--- config.mk ---
export PLATFORM = sky130hd
export DESIGN_NAME = prbsg_top
export DESIGN_NICKNAME = d
export VERILOG_FILES = /design/src/prbsg_pkg.sv /design/src/prbsg_fifo.sv /design/src/prbsg_top.sv
export SDC_FILE = /design/constraint.sdc
export NUM_CORES = 1
export LEC_CHECK = 0
export BUFFER_PORTS_ARGS = -buffer_cell sky130_fd_sc_hd__buf_4
export CORE_AREA = 2 2 244 126
export DETAILED_ROUTE_END_ITERATION = 10
export DIE_AREA = 0 0 246 128
export GPL_TIMING_DRIVEN = 0
export PLACE_DENSITY = 0.7
export SYNTH_ARGS = -nofsm -noshare
export SYNTH_HDL_FRONTEND = slang
export SYNTH_HIERARCHICAL = 1
export SYNTH_SLANG_ARGS = --single-unit
export TNS_END_PERCENT = 5
--- constraint.sdc ---
create_clock -name clk -period 8 [get_ports clk]
set_clock_uncertainty 0.15 [all_clocks]
set_input_delay 0 -clock clk [delete_from_list [all_inputs] [get_ports clk]]
set_output_delay 0 -clock clk [all_outputs]
set_load 0.05 [all_outputs]
--- src/prbsg_pkg.sv ---
// Package of constants for the PRBS pattern generator
package prbsg_pkg;
    // Avalon register word offsets (byte addresses)
    localparam logic [3:0] CTRL_OFS = 4'h0;
    localparam logic [3:0] OUTEN_OFS = 4'h4;
    localparam logic [3:0] STATUS_OFS = 4'h8;
    localparam logic [3:0] SEED_OFS = 4'hc;
    // Control field positions
    localparam int CTRL_RUN_BIT = 0;
    localparam int CTRL_POL_BIT = 1;
    localparam int CTRL_LOAD_BIT = 2;
    localparam int CTRL_SEL_LSB = 4;
    // Output enable field positions
    localparam int OE_DATA_BIT = 0;
    localparam int OE_CLK_BIT = 1;
    localparam int OE_TRACK_BIT = 2;
    localparam int OE_JIT_BIT = 3;
    // Reset values
    localparam logic [2:0] SEL_RESET = 3'h4;
    localparam logic [3:0] OUTEN_RESET = 4'h3;
    localparam logic [30:0] SEED_RESET = 31'h7fffffff;
    // Polynomial selection codes (degree N, second tap)
    typedef enum logic [2:0] {
        PRBSG_P7, PRBSG_P9, PRBSG_P10, PRBSG_P11,
        PRBSG_P15, PRBSG_P20, PRBSG_P23, PRBSG_P31
    } prbsg_poly_e;
    // FIFO depth
    localparam int FIFO_DEPTH = 16;
endpackage : prbsg_pkg

--- src/prbsg_fifo.sv ---
// Synchronous valid/ready FIFO with parameter width and depth
module prbsg_fifo #(
    parameter int WIDTH = 1,
    parameter int DEPTH = 16
) (
    input wire logic clk,
    input wire logic sys_rst,
    input wire logic [WIDTH-1:0] in_data,
    input wire logic in_valid,
    output logic in_ready,
    output logic [WIDTH-1:0] out_data,
    output logic out_valid,
    input wire logic out_ready
);
    localparam int AW = $clog2(DEPTH);
    logic [WIDTH-1:0] mem [DEPTH];
    logic [AW-1:0] wr_ptr_reg;
    logic [AW-1:0] rd_ptr_reg;
    logic [AW:0] count_reg;
    logic push;
    logic pop;

    // Handshake decode
    assign in_ready = (count_reg < (AW + 1)'(DEPTH)); // Room left
    assign out_valid = (count_reg != '0);
    assign push = in_valid && in_ready;
    assign pop = out_valid && out_ready;
    assign out_data = mem[rd_ptr_reg];

    // Storage write
    always_ff @(posedge clk) begin
        if (push) begin
            mem[wr_ptr_reg] <= in_data;
        end
    end

    // Pointers and fill count
    always_ff @(posedge clk) begin
        if (sys_rst) begin
            wr_ptr_reg <= '0;
            rd_ptr_reg <= '0;
            count_reg <= '0;
        end else begin
            if (push) begin
                wr_ptr_reg <= wr_ptr_reg + 1'b1;
            end
            if (pop) begin
                rd_ptr_reg <= rd_ptr_reg + 1'b1;
            end
            count_reg <= count_reg + {{AW{1'b0}}, push} - {{AW{1'b0}}, pop};
        end
    end
endmodule : prbsg_fifo

--- src/prbsg_top.sv ---
// PRBS pattern generator with Avalon-MM control and output FIFO
// Behaviour
// - Maximal length sequence, period 2^N minus 1
// - One run of N ones per period
// - Positive polarity: one drives low level
// - Eight fixed polynomials, XOR feedback register
// - Enables default on, tracking and jitter off
//
// The implementer's own choices: the Avalon-MM register port and the register addresses.
module prbsg_top #(
    parameter int FIFO_DEPTH = prbsg_pkg::FIFO_DEPTH
) (
    input wire logic clk,
    input wire logic sys_rst,
    input wire logic [3:0] avs_address,
    input wire logic avs_read,
    input wire logic avs_write,
    input wire logic [31:0] avs_writedata,
    output logic [31:0] avs_readdata,
    output logic avs_waitrequest,
    output logic data_out,
    output logic complemented_data_output,
    output logic data_valid,
    input wire logic data_ready,
    output logic data_output_enable,
    output logic clock_output_enable,
    output logic amplitude_tracking,
    output logic jitter_input_enable
);
    logic run_reg;
    logic pol_reg;
    logic [2:0] sel_reg;
    logic [3:0] outen_reg;
    logic [30:0] seed_reg;
    logic [30:0] lfsr_reg;
    logic [30:0] lfsr_next;
    logic [30:0] mask;
    logic fb;
    logic load_pulse;
    logic ack_reg;
    logic fifo_in_ready;
    logic fifo_out_data;
    logic fifo_out_valid;
    logic fifo_pop;
    logic [5:0] run_len_reg;
    logic [4:0] deg_m1;
    logic [4:0] tap_m1;
    logic [31:0] period_count_reg;
    logic [31:0] last_period_reg;
    logic [7:0] nrun_count_reg;
    logic [7:0] last_nrun_reg;
    logic [30:0] start_reg;
    logic wrap;
    logic nrun_hit;
    logic step;
    logic wr_hit;

    // Degree and second tap (bit positions minus one) per selection
    always_comb begin
        unique case (prbsg_pkg::prbsg_poly_e'(sel_reg))
            prbsg_pkg::PRBSG_P7: begin deg_m1 = 5'd6; tap_m1 = 5'd5; end
            prbsg_pkg::PRBSG_P9: begin deg_m1 = 5'd8; tap_m1 = 5'd4; end
            prbsg_pkg::PRBSG_P10: begin deg_m1 = 5'd9; tap_m1 = 5'd6; end
            prbsg_pkg::PRBSG_P11: begin deg_m1 = 5'd10; tap_m1 = 5'd8; end
            prbsg_pkg::PRBSG_P15: begin deg_m1 = 5'd14; tap_m1 = 5'd13; end
            prbsg_pkg::PRBSG_P20: begin deg_m1 = 5'd19; tap_m1 = 5'd2; end
            prbsg_pkg::PRBSG_P23: begin deg_m1 = 5'd22; tap_m1 = 5'd17; end
            prbsg_pkg::PRBSG_P31: begin deg_m1 = 5'd30; tap_m1 = 5'd27; end
        endcase
    end

    // Active-stage mask and feedback; output bit is the feedback bit
    assign mask = 31'h7fffffff >> (5'd30 - deg_m1);
    assign fb = lfsr_reg[deg_m1] ^ lfsr_reg[tap_m1];
    assign step = run_reg && fifo_in_ready;
    assign nrun_hit = fb && run_len_reg == {1'b0, deg_m1};

    // Period ends when the start state returns; lost if the
    // polynomial changes without a load
    assign wrap = (lfsr_next == (start_reg & mask));

    // Next register state; all-zero state replaced by all ones
    always_comb begin
        lfsr_next = {lfsr_reg[29:0], fb} & mask;
        if (lfsr_next == '0) begin
            lfsr_next = mask;
        end
    end

    // Bus decode; writes land on the acknowledge edge only
    assign wr_hit = avs_write && ack_reg;
    assign load_pulse = wr_hit && avs_address == prbsg_pkg::CTRL_OFS
        && avs_writedata[prbsg_pkg::CTRL_LOAD_BIT];

    // Avalon slave: one wait cycle, then acknowledge
    always_ff @(posedge clk) begin
        if (sys_rst) begin
            ack_reg <= 1'b0;
        end else begin
            ack_reg <= (avs_read || avs_write) && !ack_reg;
        end
    end

    // Read data mux, registered
    always_ff @(posedge clk) begin
        if (sys_rst) begin
            avs_readdata <= 32'h0;
        end else if (avs_read && !ack_reg) begin
            unique case (avs_address)
                prbsg_pkg::CTRL_OFS: avs_readdata <= {25'h0, sel_reg,
                    2'b00, pol_reg, run_reg};
                prbsg_pkg::OUTEN_OFS: avs_readdata <= {28'h0, outen_reg};
                prbsg_pkg::STATUS_OFS: avs_readdata <= {last_nrun_reg,
                    last_period_reg[23:0]};
                prbsg_pkg::SEED_OFS: avs_readdata <= {1'b0, lfsr_reg};
                default: avs_readdata <= 32'h0;
            endcase
        end
    end

    // Control register
    always_ff @(posedge clk) begin
        if (sys_rst) begin
            run_reg <= 1'b0;
            pol_reg <= 1'b0;
            sel_reg <= prbsg_pkg::SEL_RESET;
        end else if (wr_hit && avs_address == prbsg_pkg::CTRL_OFS) begin
            run_reg <= avs_writedata[prbsg_pkg::CTRL_RUN_BIT];
            pol_reg <= avs_writedata[prbsg_pkg::CTRL_POL_BIT];
            sel_reg <= avs_writedata[prbsg_pkg::CTRL_SEL_LSB +: 3];
        end
    end

    // Output enable register
    always_ff @(posedge clk) begin
        if (sys_rst) begin
            outen_reg <= prbsg_pkg::OUTEN_RESET;
        end else if (wr_hit && avs_address == prbsg_pkg::OUTEN_OFS) begin
            outen_reg <= avs_writedata[3:0];
        end
    end

    // Seed register
    always_ff @(posedge clk) begin
        if (sys_rst) begin
            seed_reg <= prbsg_pkg::SEED_RESET;
        end else if (wr_hit && avs_address == prbsg_pkg::SEED_OFS) begin
            seed_reg <= avs_writedata[30:0];
        end
    end

    // Shift register, loaded from seed (zero seed forced to ones)
    always_ff @(posedge clk) begin
        if (sys_rst) begin
            lfsr_reg <= prbsg_pkg::SEED_RESET;
        end else if (load_pulse) begin
            lfsr_reg <= ((seed_reg & mask) == '0) ? mask : seed_reg & mask;
        end else if (step) begin
            lfsr_reg <= lfsr_next;
        end
    end

    // Start state of the period measurement, taken at each load
    always_ff @(posedge clk) begin
        if (sys_rst) begin
            start_reg <= prbsg_pkg::SEED_RESET;
        end else if (load_pulse) begin
            start_reg <= ((seed_reg & mask) == '0) ? mask : seed_reg & mask;
        end
    end

    // Period and N-ones run monitor, latched each period
    always_ff @(posedge clk) begin
        if (sys_rst || load_pulse) begin
            period_count_reg <= 32'h0;
            run_len_reg <= 6'h0;
            nrun_count_reg <= 8'h0;
            last_period_reg <= 32'h0;
            last_nrun_reg <= 8'h0;
        end else if (step) begin
            run_len_reg <= fb ? run_len_reg + 6'h1 : 6'h0;
            if (wrap) begin
                period_count_reg <= 32'h0;
                last_period_reg <= period_count_reg + 32'h1;
                last_nrun_reg <= nrun_count_reg + {7'h0, nrun_hit};
                nrun_count_reg <= 8'h0;
            end else begin
                period_count_reg <= period_count_reg + 32'h1;
                nrun_count_reg <= nrun_count_reg + {7'h0, nrun_hit};
            end
        end
    end

    // Bit FIFO between generator and serializer
    prbsg_fifo #(
        .WIDTH(1),
        .DEPTH(FIFO_DEPTH)
    ) u_fifo (
        .clk(clk),
        .sys_rst(sys_rst),
        .in_data(fb),
        .in_valid(run_reg),
        .in_ready(fifo_in_ready),
        .out_data(fifo_out_data),
        .out_valid(fifo_out_valid),
        .out_ready(fifo_pop)
    );
    assign fifo_pop = fifo_out_valid && (data_ready || !data_valid);

    // Output stage with polarity; positive makes one a low level
    always_ff @(posedge clk) begin
        if (sys_rst) begin
            data_out <= 1'b1;
            complemented_data_output <= 1'b0;
            data_valid <= 1'b0;
        end else if (fifo_pop) begin
            data_out <= fifo_out_data ~^ pol_reg;
            complemented_data_output <= fifo_out_data ^ pol_reg;
            data_valid <= 1'b1;
        end else if (data_ready) begin
            data_valid <= 1'b0;
        end
    end

    // Registered enables and bus wait
    always_ff @(posedge clk) begin
        if (sys_rst) begin
            data_output_enable <= 1'b1;
            clock_output_enable <= 1'b1;
            amplitude_tracking <= 1'b0;
            jitter_input_enable <= 1'b0;
            avs_waitrequest <= 1'b1;
        end else begin
            data_output_enable <= outen_reg[prbsg_pkg::OE_DATA_BIT];
            clock_output_enable <= outen_reg[prbsg_pkg::OE_CLK_BIT];
            amplitude_tracking <= outen_reg[prbsg_pkg::OE_TRACK_BIT];
            jitter_input_enable <= outen_reg[prbsg_pkg::OE_JIT_BIT];
            avs_waitrequest <= !((avs_read || avs_write) && !ack_reg);
        end
    end
endmodule : prbsg_top

==> summary.md <==
| Metric | Value |
|---|---|
| Area taken by multi-input logic gates | `7546 sq um` |
| Total core area | `29560 sq um` |
| Crit Reg-Reg Startpoint | `deg_m1[1]$_SDFF_PN1_` |
| Power consumption | `3.035 mW` |
| Ratio of cells with drive above 1 in the final layout | `0.1310` |
| Total Wirelength | `between 50000 and 60000 microns` |
| Number of endpoints failing setup at the final stage | `0` |
| Clock tree from TritonCTS | `yes` |
| All-layer global routing usage | `0.3643` |
| Vias after detailed routing | `13950` |
| Initial DRC Count | `2035` |
| Count of instances resized after the clock tree is built | `0` |
| Worst-case headroom to the max-slew limit | `0.04257` |
| Remaining antenna violation count after routing | `0` |
| Layout Nets | `about 1800` |
| Max Transition Viols Final | `0` |
| Area Growth Syn to Fin | `17.54%` |
| Setup slack after placement | `2242 ps` |
| Wire length per cell | `26.85 microns` |
| Total overflow reported by the global router | `0` |
| Synthesized netlist net count | `1676` |
| Classification of the worst setup path | `reg2reg` |
| Count of unique library cells instantiated by Yosys | `86` |
| Hold Crit Class | `in2reg` |
| Stage delay of the slowest cell on the critical path | `920 ps` |
| Die area | `31490 sq um` |
| Largest vdd supply drop | `0.2543 mV` |
| Insertion delay to the later sink of the worst-skew pair | `580 ps` |
| Post-synth EDFFs | `16` |
| Static Leak | `approximately 5.7 nW` |
| Global-route wire length before repair | `84170 microns` |
| Sequential cell area | `5265 sq um` |
| Syn Area/Cell | `8.479 sq um` |
| Largest net degree at the start of global routing | `23` |
| Number of setup buffers added after CTS | `0` |
| Residual DRC count | `0` |
| Top FF cell, synth | `sky130_fd_sc_hd__dfxtp_1` |
| Arrival time at the worst endpoint | `6270 ps` |
| Routability Congestion | `1.043` |
| Number of cells produced by synthesis | `1606` |
| Antenna violations before repair | `2` |
| Top achievable clock speed | `166.2 MHz` |
| Starting Density | `0.4607` |
| Unrepaired setup endpoints after global routing | `no` |
| Shortest clock period the worst path allows after layout | `6015 ps` |
| Fraction of registers with async set/reset | `0` |
| Kind of end point of the critical path | `flip-flop` |
| Sequential cell area fraction in the yosys report | `0.3867` |
| Worst path slowest cell | `sky130_fd_sc_hd__a2111oi_0` |
| Number of buffers created by CTS | `24` |
| Flip-flop count of the largest register after layout | `32` |
| Setup tns final | `0 ps` |
| Worst Tran Pin Value | `roughly 1400 ps` |
| Critical hold path startpoint | `avs_writedata[16]` |
| Row Count | `45` |
| Cell breakdown of the critical path | `ha_1 -> inv_1 -> ha_1 -> nor2b_1 -> a211oi_1 -> a2111oi_0 -> nand4_1 -> nor4_1 -> mux2_4 -> nand3_2 -> nor2_1 -> buf_2 -> a211oi_2` |
| DR vias/cell | `6.428` |
| Vias in the first global route | `12530` |
| Count of buffering cells on the critical path with inverters included | `2` |
| Type of origin of the critical path | `flip-flop` |
| Pwr per Cell Area | `about 190 nW/um^2` |
| H-tree depth reported by CTS | `1` |
| PortBufs | `79` |
| Reg with most FFs | `avs_readdata` |
| Root Driver | `sky130_fd_sc_hd__clkbuf_16` |
| Number of hold violations in the final report | `0` |
| I/O Pins | `between 80 and 90` |
| Minimum setup slack in the final design | `between 1500 and 2000 ps` |
| CTS clock-pin slew for the worst setup and hold paths | `approximately 80 ps` |
| Length of the first detailed-routing pass in iterations | `6` |
| Required time at the worst-slack endpoint | `8250 ps` |
| Count of inserted antenna diode cells | `0` |
| Y dimension of the die | `roughly 130 microns` |
| Warnings from Yosys | `6` |
| Kind of cell adding the most delay to the critical path | `simple AND/OR/NAND/NOR gates` |
| First element of the critical path | `deg_m1[1]$_SDFF_PN1_` |
| Max-cap violation count | `0` |
| Run status | `completed` |
| Cell area after technology mapping | `approximately 14000 sq um` |
| Cell mode on critical path | `sky130_fd_sc_hd__ha_1` |
| Maximum count of clock buffers along a single path | `3` |
| Number of inserted filler cells in the final layout | `2737` |
| Placed wire-length estimate after detailed placement | `43770 microns` |
| Width of the chip | `roughly 250 microns` |
| Clk sink count | `255` |
| Maximum net fanout on the critical path | `10` |
| Seq cells post-synth | `255` |
| Crit share post-route | `0.7519` |
==> layer usage <==
metal  GRT usage  vias up  wire length (microns)  part of all wire
li1            -     6138                      -                 -
met1      0.5638     6747                  26940              0.46
met2      0.4399      962                  20500              0.35
met3      0.1744       99                   9578              0.16
met4     0.06239        2                   1156             0.020
met5     0.02167        -                     95            0.0016
==> logic make-up (layout without fill, tap and decap cells) <==
group                      Yosys count  in the layout  synth area share
AOI/OAI and AO/OA                  537            537            0.2639
buffers and inverters              180            345           0.05917
xor gates and xnor gates            47             47           0.03326
muxes                               36             36           0.04420
and+or+nand+nor                    522            522            0.1856
DFF                                255            255            0.3867
adders and majority gates           29             29           0.02720
==> cell usage after synthesis, types with 22 or more instances <==
cell                       count  area share
sky130_fd_sc_hd__nor3_1       43       0.016
sky130_fd_sc_hd__nand2_1     115       0.032
sky130_fd_sc_hd__nand2b_1     22       0.010
sky130_fd_sc_hd__inv_1        45       0.012
sky130_fd_sc_hd__ha_1         28       0.026
sky130_fd_sc_hd__nor2_1      165       0.045
sky130_fd_sc_hd__a22oi_1      40       0.022
sky130_fd_sc_hd__dfxtp_1     239        0.35
sky130_fd_sc_hd__o21ai_0      86       0.032
sky130_fd_sc_hd__clkbuf_1     88       0.024
sky130_fd_sc_hd__a211o_1      35       0.023
sky130_fd_sc_hd__nor2b_1      46       0.021
sky130_fd_sc_hd__nand3_1      38       0.014
sky130_fd_sc_hd__a21oi_1     185       0.068
sky130_fd_sc_hd__a211oi_2     22       0.020
sky130_fd_sc_hd__xor2_1       22       0.014
sky130_fd_sc_hd__o22ai_1      37       0.017
==> per-stage QoR <==
stage	hold slack (ps)	cell area (sq um)	util	instances
detailed placement	56.28	14710	0.4976	2084
global route	21.11	16010	0.5415	2170
floorplan	-83.02	13620	-	1606
finish	15.93	16010	0.5415	2170
CTS	13.01	16010	0.5415	2170
global placement	51.26	14710	0.4976	2084
==> layout make-up <==
| class | count | area share |
|---|---|---|
| Multi-Input combinational cell | 1171 | 0.4715 |
| Clock inverter | 9 | 0.009615 |
| Sequential cell | 255 | 0.3290 |
| Timing Repair Buffer | 121 | 0.06332 |
| Clock buffer | 35 | 0.04511 |
| Buffer | 133 | 0.03932 |
| Tap cell | 399 | 0.03119 |
| Inverter | 47 | 0.01102 |
==> placed cells by master, fill, tap and decap left out, types with 20 or more instances in the layout <==
cell	instances
sky130_fd_sc_hd__nand3_1	38
sky130_fd_sc_hd__inv_1	45
sky130_fd_sc_hd__and2_1	20
sky130_fd_sc_hd__a21oi_1	185
sky130_fd_sc_hd__o22ai_1	37
sky130_fd_sc_hd__clkbuf_16	24
sky130_fd_sc_hd__xnor2_1	21
sky130_fd_sc_hd__clkbuf_1	91
sky130_fd_sc_hd__nor2b_1	46
sky130_fd_sc_hd__a22oi_1	40
sky130_fd_sc_hd__ha_1	28
sky130_fd_sc_hd__nand2b_1	22
sky130_fd_sc_hd__nand2_1	115
sky130_fd_sc_hd__a211o_1	35
sky130_fd_sc_hd__nor2_1	165
sky130_fd_sc_hd__a211oi_2	22
sky130_fd_sc_hd__dfxtp_1	239
sky130_fd_sc_hd__xor2_1	22
sky130_fd_sc_hd__o21ai_0	86
sky130_fd_sc_hd__buf_4	93
sky130_fd_sc_hd__dlygate4sd3_1	42
sky130_fd_sc_hd__o31ai_1	20
sky130_fd_sc_hd__nor3_1	43
==> power breakdown <==
group | total, mW | internal, mW | switching [mW]
sequential | 1.37 | 1.32 | 0.0484
clock | 1.27 | 0.729 | 0.542
combinational | 0.393 | 0.168 | 0.225
==> path summary, 6_finish.rpt <==
path | to | slack (ps) | depth (start not counted)
worst max register to register | last_period_reg[18]$_SDFFE_PP0P_ | 1980 | 13
worst max-delay path | last_period_reg[18]$_SDFFE_PP0P_ | 1980 | 13
worst min register to register | nrun_count_reg[6]$_SDFFE_PP0P_ | 310 | 2
worst min-delay path | seed_reg[16]$_SDFFE_PP1P_ | 20 | 3
==> what timing repair did <==
item	CTS	global route
hold buffers	42	0
endpoints found under the hold margin	82	0
endpoints found under the setup margin	0	0
==> tightest hold or removal path: stages <==
cell	delay, ps
sky130_fd_sc_hd__dlygate4sd3_1	520
sky130_fd_sc_hd__buf_4	100
sky130_fd_sc_hd__a211o_1	100
(Power assumes the default switching activity.)
